<file path="config.mk">
export PLATFORM = sky130hd
export DESIGN_NAME = analog_input_channel_objects
export DESIGN_NICKNAME = d
export VERILOG_FILES = /design/src/include/analog_input_pkg.sv /design/src/hw/analog_channel_path.sv /design/src/hw/analog_input_channel_objects.sv
export SDC_FILE = /design/constraint.sdc
export NUM_CORES = 1
export LEC_CHECK = 0
export BUFFER_PORTS_ARGS = -buffer_cell sky130_fd_sc_hd__buf_2
export CAP_MARGIN = 20
export CORE_MARGIN = 2
export CORE_UTILIZATION = 30
export CTS_CLUSTER_DIAMETER = 120
export DETAILED_ROUTE_END_ITERATION = 8
export SYNTH_ARGS = -nofsm -noshare
export SYNTH_HDL_FRONTEND = slang
export SYNTH_SLANG_ARGS = --single-unit
</file>
<file path="constraint.sdc">
create_clock -name clock -period 6.99 [get_ports clock]
set_input_delay 0.699 -clock clock [delete_from_list [all_inputs] [get_ports clock]]
set_output_delay 0.699 -clock clock [all_outputs]
set_load 0.01 [all_outputs]
</file>
<file path="src/include/analog_input_pkg.sv">
package analog_input_pkg;

    // ****************************************
    // sizes
    // ****************************************
    localparam int CHANNELS = 4;
    localparam int CH_W = 2;
    typedef logic [15:0] word_t;

    // ****************************************
    // word indices: input space (measurement side)
    // ****************************************
    localparam logic IDX_MEASURE = 1'b0;
    localparam logic IDX_MEAS_FLAGS = 1'b1;

    // ****************************************
    // word indices: exchange space
    // ****************************************
    localparam logic [3:0] IDX_PROGRESS = 4'h0;
    localparam logic [3:0] IDX_REPORT = 4'h1;
    localparam logic [3:0] IDX_FAULT_A = 4'h2;
    localparam logic [3:0] IDX_FAULT_B = 4'h3;
    localparam logic [3:0] IDX_COMMAND = 4'h4;
    localparam logic [3:0] IDX_FORCE_VAL = 4'h5;
    localparam logic [3:0] IDX_FILTER = 4'h8;
    localparam logic [3:0] IDX_ALIGN = 4'h9;
    localparam logic [3:0] IDX_THRESH_A = 4'ha;
    localparam logic [3:0] IDX_THRESH_B = 4'hb;

    // ****************************************
    // field positions
    // ****************************************
    localparam int MF_ALIGNED = 0;
    localparam int MF_FORCED = 1;
    localparam int MF_LOW_TOL = 5;
    localparam int MF_HIGH_TOL = 6;
    localparam int MF_OFFSET_ERR = 8;
    localparam int MF_REF_ERR = 10;
    localparam int MF_SUPPLY_UNUSED = 11;
    localparam int MF_SERIAL_LINK = 12;
    localparam int RPT_RECONFIG = 15;
    localparam int CMD_FORCE_BIT = 13;
    localparam int FA_SENSOR = 0;
    localparam int FA_RANGE = 1;
    localparam int FA_REPORT = 2;
    localparam int FA_INOPERATIVE = 4;
    localparam int FA_CONFIG = 5;
    localparam int FA_LINK = 6;
    localparam int FA_APPLICATION = 7;
    localparam int FB_NOT_READY = 0;
    localparam int FB_CALIB = 2;
    localparam int FB_CAL_ZERO = 3;
    localparam int FB_CAL_REF = 4;
    localparam int FB_LINK_SUPPLY = 5;
    localparam int FB_BELOW = 6;
    localparam int FB_ABOVE = 7;

    // ****************************************
    // values and counts
    // ****************************************
    localparam logic [15:0] FILTER_MAX = 16'h0006;
    localparam word_t WORD_RESET = 16'h0000;
    localparam logic [2:0] EXCH_CYCLES = 3'h4;

    // ****************************************
    // types
    // ****************************************
    typedef enum logic [1:0] {XCH_STATUS, XCH_COMMAND, XCH_ADJUST} xchKind_t;
    typedef enum logic [1:0] {XS_IDLE, XS_RUN, XS_DONE} xchState_t;

    typedef struct packed {
        word_t rawSample;
        logic sampleValid;
        logic lowTol;
        logic highTol;
        logic offsetErr;
        logic refErr;
        logic serialLinkFault;
        logic sensorFault;
        logic belowRange;
        logic aboveRange;
        logic inoperative;
        logic configMismatch;
        logic controllerLinkFault;
        logic notReady;
        logic calibrationFault;
        logic calZeroFault;
        logic calReferenceFault;
        logic supplyFault;
        logic recalibrated;
    } cond_t;

    typedef struct packed {
        logic valid;
        xchKind_t kind;
        logic [CH_W-1:0] chan;
        logic [3:0] index;
        logic write;
        word_t wdata;
    } xchReq_t;

    typedef struct packed {
        logic done;
        logic fail;
        word_t rdata;
    } xchAns_t;

    typedef struct packed {
        logic forceOn;
        word_t forceValue;
        word_t filterCoef;
        word_t alignOffset;
        logic [3:0] report;
        logic appFault;
    } chanRegs_t;

    typedef struct packed {
        word_t acc;
        word_t value;
    } pathState_t;

endpackage

</file>
<file path="src/hw/analog_channel_path.sv">
`timescale 1ns/1ps

module analog_channel_path
    import analog_input_pkg::*;
(
    // clock and reset
    input wire logic clock,
    input wire logic rst_n,
    input wire logic clockEnable,
    // sample and settings
    input wire analog_input_pkg::word_t sample,
    input wire logic sampleValid,
    input wire logic [2:0] filterShift,
    input wire analog_input_pkg::word_t alignOffset,
    input wire logic forceOn,
    input wire analog_input_pkg::word_t forceValue,
    input wire logic inUse,
    // result
    output analog_input_pkg::word_t value
);
    import analog_input_pkg::*;

    pathState_t st_ff;
    pathState_t nxt_st;
    logic signed [16:0] diff;

    always_comb begin
        nxt_st = st_ff;
        diff = $signed({sample[15], sample}) - $signed({st_ff.acc[15], st_ff.acc});
        if (sampleValid) begin
            // first-order smoothing, heavier with a larger shift
            if (filterShift == 3'h0) begin
                nxt_st.acc = sample;
            end else begin
                nxt_st.acc = st_ff.acc + 16'(diff >>> filterShift);
            end
        end
        if (!inUse) begin
            nxt_st.value = WORD_RESET;
        end else if (forceOn) begin
            nxt_st.value = forceValue;
        end else begin
            // wraps on overflow; software keeps offset within range
            nxt_st.value = st_ff.acc + alignOffset;
        end
    end

    always_ff @(posedge clock or negedge rst_n) begin
        if (!rst_n) begin
            st_ff <= '0;
        end else if (clockEnable) begin
            st_ff <= nxt_st;
        end
    end

    assign value = st_ff.value;

endmodule

</file>
<file path="src/hw/analog_input_channel_objects.sv">
`timescale 1ns/1ps

// Functional notes
// - measurement is read-only signed word
// - per-channel read-only error bit
// - bits 5/6 flag lower/upper tolerance area
// - bit 8 offset, bit 10 reference, 11 unused
// - bit 12 flags serial link failure
// - progress bits 0..2 while exchange runs
// - report bits 0..2 flag failed exchange
// - report bit 15 flags reconfiguration failure
// - fault word A bits 0,1,2
// - fault A bit 4 inoperative, 5 mismatch
// - fault A bit 6 link, 7 application
// - fault B bits 0,2,3,4
// - fault B bit 5 link or supply
// - fault B bit 6 underflow or recalibrated
// - fault B bit 7 overflow or aligned
// - force bit plus value substitutes measurement
// - clearing force bit restores measurement
// - forcing value word read/write
// - filter coefficient word read/write
// - alignment offset added, aligned flag set
// - threshold words reserved, no access
// - filter coefficient accepts 0 to 6
// - unused channel reads zero, flags inactive
module analog_input_channel_objects
    import analog_input_pkg::*;
(
    // clock and reset
    input wire logic clock,
    input wire logic rst_n,
    input wire logic clockEnable,
    // front-end conditions
    input wire analog_input_pkg::cond_t [analog_input_pkg::CHANNELS-1:0] cond,
    input wire logic [analog_input_pkg::CHANNELS-1:0] inUse,
    input wire logic [analog_input_pkg::CHANNELS-1:0] reconfigureFail,
    // implicit input words
    input wire logic [analog_input_pkg::CH_W-1:0] inChan,
    input wire logic inIndex,
    output analog_input_pkg::word_t inData,
    output logic [analog_input_pkg::CHANNELS-1:0] channelFaultFlag,
    // explicit exchanges
    input wire analog_input_pkg::xchReq_t xchReq,
    output logic xchReady,
    output analog_input_pkg::xchAns_t xchAns
);
    import analog_input_pkg::*;

    // ****************************************
    // state
    // ****************************************
    typedef struct packed {
        chanRegs_t [CHANNELS-1:0] ch;
        xchState_t xs;
        xchReq_t cur;
        logic [2:0] cnt;
        logic curErr;
        word_t inData;
        logic [CHANNELS-1:0] chErr;
        logic ready;
        xchAns_t ans;
    } state_t;

    state_t st_ff;
    state_t nxt_st;
    word_t [CHANNELS-1:0] pathValue;
    word_t [CHANNELS-1:0] measFlags;
    word_t [CHANNELS-1:0] faultA;
    word_t [CHANNELS-1:0] faultB;
    word_t [CHANNELS-1:0] progress;
    word_t [CHANNELS-1:0] report;

    // ****************************************
    // decoding used for every channel
    // ****************************************
    function automatic logic aligned(chanRegs_t r);
        aligned = (r.alignOffset != WORD_RESET);
    endfunction

    function automatic word_t reportWord(chanRegs_t r);
        reportWord = WORD_RESET;
        reportWord[2:0] = r.report[2:0];
        reportWord[RPT_RECONFIG] = r.report[3];
    endfunction

    // index legal for an exchange kind; reserved words never are
    function automatic logic indexOk(xchKind_t k, logic [3:0] i, logic wr);
        indexOk = 1'b0;
        if (i == IDX_THRESH_A || i == IDX_THRESH_B) begin
            indexOk = 1'b0;
        end else if (k == XCH_STATUS) begin
            indexOk = !wr && (i <= IDX_FAULT_B);
        end else if (k == XCH_COMMAND) begin
            indexOk = (i == IDX_COMMAND) || (i == IDX_FORCE_VAL);
        end else if (k == XCH_ADJUST) begin
            indexOk = (i == IDX_FILTER) || (i == IDX_ALIGN);
        end
    endfunction

    // ****************************************
    // per-channel paths and status words
    // ****************************************
    for (genvar c = 0; c < CHANNELS; c++) begin : gChan
        analog_channel_path uPath (
            .clock(clock),
            .rst_n(rst_n),
            .clockEnable(clockEnable),
            .sample(cond[c].rawSample),
            .sampleValid(cond[c].sampleValid),
            .filterShift(st_ff.ch[c].filterCoef[2:0]),
            .alignOffset(st_ff.ch[c].alignOffset),
            .forceOn(st_ff.ch[c].forceOn),
            .forceValue(st_ff.ch[c].forceValue),
            .inUse(inUse[c]),
            .value(pathValue[c])
        );

        always_comb begin
            measFlags[c] = WORD_RESET;
            faultA[c] = WORD_RESET;
            faultB[c] = WORD_RESET;
            // unused channel keeps measurement flags and both fault words quiet
            if (inUse[c]) begin
                measFlags[c][MF_ALIGNED] = aligned(st_ff.ch[c]);
                measFlags[c][MF_FORCED] = st_ff.ch[c].forceOn;
                measFlags[c][MF_LOW_TOL] = cond[c].lowTol;
                measFlags[c][MF_HIGH_TOL] = cond[c].highTol;
                measFlags[c][MF_OFFSET_ERR] = cond[c].offsetErr;
                measFlags[c][MF_REF_ERR] = cond[c].refErr;
                measFlags[c][MF_SUPPLY_UNUSED] = 1'b0;
                measFlags[c][MF_SERIAL_LINK] = cond[c].serialLinkFault;
                faultA[c][FA_SENSOR] = cond[c].sensorFault;
                faultA[c][FA_RANGE] = cond[c].belowRange | cond[c].aboveRange;
                faultA[c][FA_INOPERATIVE] = cond[c].inoperative;
                faultA[c][FA_CONFIG] = cond[c].configMismatch;
                faultA[c][FA_LINK] = cond[c].controllerLinkFault;
                faultA[c][FA_APPLICATION] = st_ff.ch[c].appFault;
                faultB[c][FB_NOT_READY] = cond[c].notReady;
                faultB[c][FB_CALIB] = cond[c].calibrationFault;
                faultB[c][FB_CAL_ZERO] = cond[c].calZeroFault;
                faultB[c][FB_CAL_REF] = cond[c].calReferenceFault;
                faultB[c][FB_LINK_SUPPLY] = cond[c].serialLinkFault
                    | cond[c].supplyFault;
                faultB[c][FB_BELOW] = cond[c].belowRange | cond[c].recalibrated;
                faultB[c][FB_ABOVE] = cond[c].aboveRange | aligned(st_ff.ch[c]);
                // summary of the hard faults in both words
                faultA[c][FA_REPORT] = (|faultA[c]) | (|faultB[c][5:0]);
            end
            progress[c] = WORD_RESET;
            if (st_ff.xs != XS_IDLE && st_ff.cur.chan == CH_W'(c)) begin
                progress[c][st_ff.cur.kind] = 1'b1;
            end
            report[c] = reportWord(st_ff.ch[c]);
        end
    end

    // ****************************************
    // next state
    // ****************************************
    always_comb begin
        nxt_st = st_ff;
        nxt_st.ans.done = 1'b0;
        nxt_st.ans.fail = 1'b0;

        // implicit words refreshed every cycle
        if (inIndex == IDX_MEASURE) begin
            nxt_st.inData = pathValue[inChan];
        end else begin
            nxt_st.inData = measFlags[inChan];
        end
        for (int c = 0; c < CHANNELS; c++) begin
            // bits 6/7 of word B may mean recalibrated or aligned, so left out
            nxt_st.chErr[c] = (|faultA[c]) | (|faultB[c][5:0]);
        end

        case (st_ff.xs)
            XS_IDLE: begin
                // one exchange at a time; caller waits for xchReady first
                if (xchReq.valid) begin
                    nxt_st.cur = xchReq;
                    nxt_st.curErr = !indexOk(xchReq.kind, xchReq.index, xchReq.write);
                    nxt_st.cnt = EXCH_CYCLES;
                    nxt_st.xs = XS_RUN;
                    nxt_st.ready = 1'b0;
                    // a new exchange clears the old report of its kind
                    nxt_st.ch[xchReq.chan].report[xchReq.kind] = 1'b0;
                end
            end
            XS_RUN: begin
                nxt_st.cnt = st_ff.cnt - 3'h1;
                if (st_ff.cnt == 3'h1) begin
                    nxt_st.xs = XS_DONE;
                end
            end
            XS_DONE: begin
                nxt_st.xs = XS_IDLE;
                nxt_st.ready = 1'b1;
                nxt_st.ans.done = 1'b1;
                nxt_st.ans.fail = st_ff.curErr;
                nxt_st.ans.rdata = WORD_RESET;
                if (st_ff.curErr) begin
                    nxt_st.ch[st_ff.cur.chan].report[st_ff.cur.kind] = 1'b1;
                end else if (st_ff.cur.write) begin
                    if (st_ff.cur.index == IDX_COMMAND) begin
                        // set to force, clear to return to live data
                        nxt_st.ch[st_ff.cur.chan].forceOn =
                            st_ff.cur.wdata[CMD_FORCE_BIT];
                    end else if (st_ff.cur.index == IDX_FORCE_VAL) begin
                        nxt_st.ch[st_ff.cur.chan].forceValue = st_ff.cur.wdata;
                    end else if (st_ff.cur.index == IDX_FILTER) begin
                        if (st_ff.cur.wdata <= FILTER_MAX) begin
                            nxt_st.ch[st_ff.cur.chan].filterCoef = st_ff.cur.wdata;
                            nxt_st.ch[st_ff.cur.chan].appFault = 1'b0;
                        end else begin
                            // out-of-range coefficient is refused, old one kept
                            nxt_st.ch[st_ff.cur.chan].appFault = 1'b1;
                            nxt_st.ch[st_ff.cur.chan].report[XCH_ADJUST] = 1'b1;
                            nxt_st.ans.fail = 1'b1;
                        end
                    end else if (st_ff.cur.index == IDX_ALIGN) begin
                        nxt_st.ch[st_ff.cur.chan].alignOffset = st_ff.cur.wdata;
                    end
                end else begin
                    if (st_ff.cur.index == IDX_PROGRESS) begin
                        nxt_st.ans.rdata = progress[st_ff.cur.chan];
                    end else if (st_ff.cur.index == IDX_REPORT) begin
                        nxt_st.ans.rdata = report[st_ff.cur.chan];
                    end else if (st_ff.cur.index == IDX_FAULT_A) begin
                        nxt_st.ans.rdata = faultA[st_ff.cur.chan];
                    end else if (st_ff.cur.index == IDX_FAULT_B) begin
                        nxt_st.ans.rdata = faultB[st_ff.cur.chan];
                    end else if (st_ff.cur.index == IDX_COMMAND) begin
                        nxt_st.ans.rdata[CMD_FORCE_BIT] = st_ff.ch[st_ff.cur.chan].forceOn;
                    end else if (st_ff.cur.index == IDX_FORCE_VAL) begin
                        nxt_st.ans.rdata = st_ff.ch[st_ff.cur.chan].forceValue;
                    end else if (st_ff.cur.index == IDX_FILTER) begin
                        nxt_st.ans.rdata = st_ff.ch[st_ff.cur.chan].filterCoef;
                    end else if (st_ff.cur.index == IDX_ALIGN) begin
                        nxt_st.ans.rdata = st_ff.ch[st_ff.cur.chan].alignOffset;
                    end
                end
            end
            default: begin
                nxt_st.xs = XS_IDLE;
            end
        endcase

        // reconfiguration failure set here; the clear below skips a failing channel, so it beats any clear
        for (int c = 0; c < CHANNELS; c++) begin
            if (reconfigureFail[c]) begin
                nxt_st.ch[c].report[3] = 1'b1;
            end
        end
        // a new adjustment exchange starts with a clean reconfig flag
        if (st_ff.xs == XS_IDLE && xchReq.valid && xchReq.kind == XCH_ADJUST
            && !reconfigureFail[xchReq.chan]) begin
            nxt_st.ch[xchReq.chan].report[3] = 1'b0;
        end
    end

    // ****************************************
    // registers
    // ****************************************
    always_ff @(posedge clock or negedge rst_n) begin
        if (!rst_n) begin
            st_ff <= '0;
            st_ff.ready <= 1'b1;
        end else if (clockEnable) begin
            st_ff <= nxt_st;
        end
    end

    assign inData = st_ff.inData;
    assign channelFaultFlag = st_ff.chErr;
    assign xchReady = st_ff.ready;
    assign xchAns = st_ff.ans;

endmodule

</file>
==> flow_summary.toml <==
[floorplan]
ios = 215
die_x_um = 323
rows = 117
initial_core_util_pct = 30.1
core-area_um2 = 101000
die_y_um = 323
dieArea_um2 = 104000

[global_route]
grt_max_degree = 168
track_usage_pct = 19.2
grt_pass1_vias = 25000
grt_pass1_wl_um = 154000
grt_overflow = 0
grt_antenna_before_repair = 12

[logic_synthesis]
syn_nets = 3645
yosysTopAreaCell = "dfrtp_1"
ys_ff_latch = 414
ys_seq_area_share_pct = 33.9
syn-cell-area_um2 = 30600
yosysUniqueCellTypes = 77
synth_warnings = 0
synth_area_leaders = "dfrtp_1 (34%), ha_1 (7.9%), mux2_2 (7.3%), mux4_2 (5.4%), a21oi_1 (4.0%)"
synth_top_area_share_pct = 33.8
synth-edff-count = 0
ys.flop_type = "dfrtp_1"
synth_cells = 3265
post_synth.cell_area_avg_um2 = 9.36
synthArstFlopShare_pct = 100

[power]
p_sw_share_pct = 44.7
ir_drop_v = 0.000239
p_int_mw = 7.68
p_clk_share_pct = 20.5
p_seq_share_pct = 24.9
cellPowerDensity_nw_per_um2 = 401
leakagePower_nw = 15.8
p_sw_mw = 6.20
combPwrFrac_pct = 54.6

[timing]
finClkSkew_ns = 0.0220
period_minus_slack_ns = 5.60
finalSetupViolCount = 0
hold_violations = 0
period_share_pct = 80.1
worst_pin_slew_ns = 1.03
maxSlewViolCount = 0
slew_headroom_pct = 31.4
rsz0062_at_grt = "false"
holdWs_ns = 0.145
fmax_mhz = 179
tns_ns = 0

[run]
drv_cap = 0

[route]
first_iter_violations = 2503
drc = 0
routed_wl_um = 102000
drt_first_pass_iters = 6
vias = 26100
postRouteAntennaNets = 0
avgRoutedWirePerCell_um = 21.5
viasPerCell = 5.48

[run_status]
run_status = "finished, final reports clean"

[layout]
layout-drive-gt1-share_pct = 19.2
diodes = 0
layout.nets = 3733
syn2layout_area_growth_pct = 13.1
finalCoreUtilization_pct = 34.1

[cts]
cts.sinks = 414
clock_path_buffers = 3
clk_pin_slew_ns = 0.06
clkLatencyLatePin_ns = 0.62
post_cts_buffers = 0
cts_resized = 0
holdBufCountCts = 0
h-tree-depth = 2
cts_tree = "yes"
cts_buffers = 51
ctsRootBufferMaster = "clkbuf_16"

[placed_design]
gp_congestion = 0.932
port_buffers = 214
dp_hpwl_um = 78000

[setup_path]
critical_path_class = "register to register"
cp-start-kind = "register"
endpoint_kind = "register"
critPathRequiredTime_ns = 7.47
arrival_ns = 6.08
crit_path_max_fanout = 5

[min_path]
worst_hold_path_type = "input pin to async pin"
-- cell usage after synthesis, drive strengths merged, types with 73 or more instances --
cell type	number
ha	192
o21ai	177
nor2	212
mux2	198
nor2b	85
dfrtp	413
nand2	216
mux4	73
clkbuf	138
mux2i	96
buf	76
a21oi	247
inv	202
-- critical path, stage by stage, from the launching register on --
cell and delay [ns]:
dfrtp_1 0.54, ha_1 0.24, fa_1 0.21, nor2b_1 0.07
o2111ai_1 0.25, nand3_1 0.17, and4_1 0.26, o41ai_1 0.60
xnor2_1 0.13, o221ai_1 0.38, and2_1 0.19, o22ai_1 0.08
ha_1 0.37, and2_1 0.20, a221o_1 0.34, a211oi_1 0.44
o311ai_0 0.23, a21oi_1 0.21, xor2_1 0.20, nor4_1 0.06
a211o_1 0.28
-- cell families (layout without fill, tap and decap cells) --
group           Yosys count  count (layout)  synth area share, %
mux                     367             367                 15.8
compound gates          909             909                 19.3
flops                   414             414                 33.9
fa+ha+maj               204             204                 8.64
simple gates            822             822                 13.0
buf+inv                 419             549                 5.66
xor+xnor                130             130                 3.72
-- power by group through the flow --
stage | clock network [mW] | registers [mW] | logic (mW)
after floorplan | 0 | 3.01 | 5.93
after global placement | 0 | 3.47 | 7.39
after detailed placement | 0 | 3.48 | 7.44
after CTS | 2.91 | 3.44 | 7.50
after global routing | 3.00 | 3.49 | 8.42
final | 2.84 | 3.45 | 7.58
-- cells in the final DEF, fill, tap and decap left out, types with 19 or more instances in the layout --
| cell | synthesis | routed |
|---|---|---|
| xnor2_1 | 70 | 70 |
| mux4_2 | 73 | 73 |
| nor4_1 | 30 | 30 |
| a31oi_1 | 20 | 20 |
| nand3_1 | 56 | 56 |
| nand2_1 | 216 | 216 |
| and2_1 | 22 | 22 |
| o22ai_1 | 68 | 68 |
| o21ai_0 | 177 | 177 |
| o211ai_1 | 20 | 20 |
| xor2_1 | 60 | 60 |
| nor2_1 | 211 | 211 |
| or2_2 | 24 | 24 |
| nor3_1 | 66 | 62 |
| o21a_1 | 41 | 41 |
| and3_1 | 19 | 19 |
| nand4_1 | 25 | 25 |
| a22oi_1 | 30 | 30 |
| buf_2 | 11 | 212 |
| nand2b_1 | 26 | 26 |
| a21o_1 | 51 | 51 |
| mux2i_1 | 96 | 96 |
| mux2_2 | 198 | 198 |
| ha_1 | 192 | 192 |
| a211oi_1 | 65 | 65 |
| nor2b_1 | 85 | 84 |
| a21oi_1 | 247 | 247 |
| buf_4 | 38 | 32 |
| a221oi_1 | 20 | 20 |
| dfrtp_1 | 413 | 411 |
| clkbuf_16 | 0 | 53 |
| inv_1 | 200 | 200 |
-- worst paths after layout --
kind	from	to	slack, ns	cells after the start
setup / recovery	gChan[3].uPath.st_ff[16]$_DFFE_PN0P_	gChan[3].uPath.st_ff[31]$_DFFE_PN0P_	1.39	20
hold / removal	rst_n	async pin	0.14	1
setup reg to reg	gChan[3].uPath.st_ff[16]$_DFFE_PN0P_	gChan[3].uPath.st_ff[31]$_DFFE_PN0P_	1.39	20
hold reg to reg	xchReady$_DFFE_PN1P_	xchReady$_DFFE_PN1P_	0.47	2
max in group asynchronous	rst_n	gChan[0].uPath.st_ff[29]$_DFFE_PN0P_	5.34	2
min in group clock	xchReq[8]	st_ff[51]$_DFFE_PN0P_	0.31	2
-- stage by stage --
step / total power [mW] / instance area (um2) / setup slack (ns) / cells
after floorplan: 8.94 / 30600 / 1.90 / 3265
final: 13.9 / 34600 / 1.39 / 4763
after CTS: 13.8 / 34500 / 1.47 / 4760
after global routing: 14.9 / 34600 / 0.990 / 4763
after detailed placement: 10.9 / 32700 / 1.21 / 4665
after global placement: 10.9 / 32700 / 1.30 / 4665
-- layer usage --
metal | vias up | track usage [%] | part of all wire [%]
met5 | - | 0 | 0
met4 | 0 | 7.36 | 4.2
met3 | 216 | 3.02 | 6.9
met2 | 941 | 29.8 | 44
met1 | 12800 | 26.7 | 45
li1 | 12200 | - | -
-- layout make-up --
cell class,instances,area [um2]
Timing Repair Buffer,249,1410
Multi-Input combinational cell,2432,18500
Clock buffer,68,1410
Inverter,205,769
Clock inverter,27,375
Fill cell,10400,66900
Tap cell,1368,1710
Sequential cell,414,10400
No activity file was read; power rests on OpenSTA's default activity.
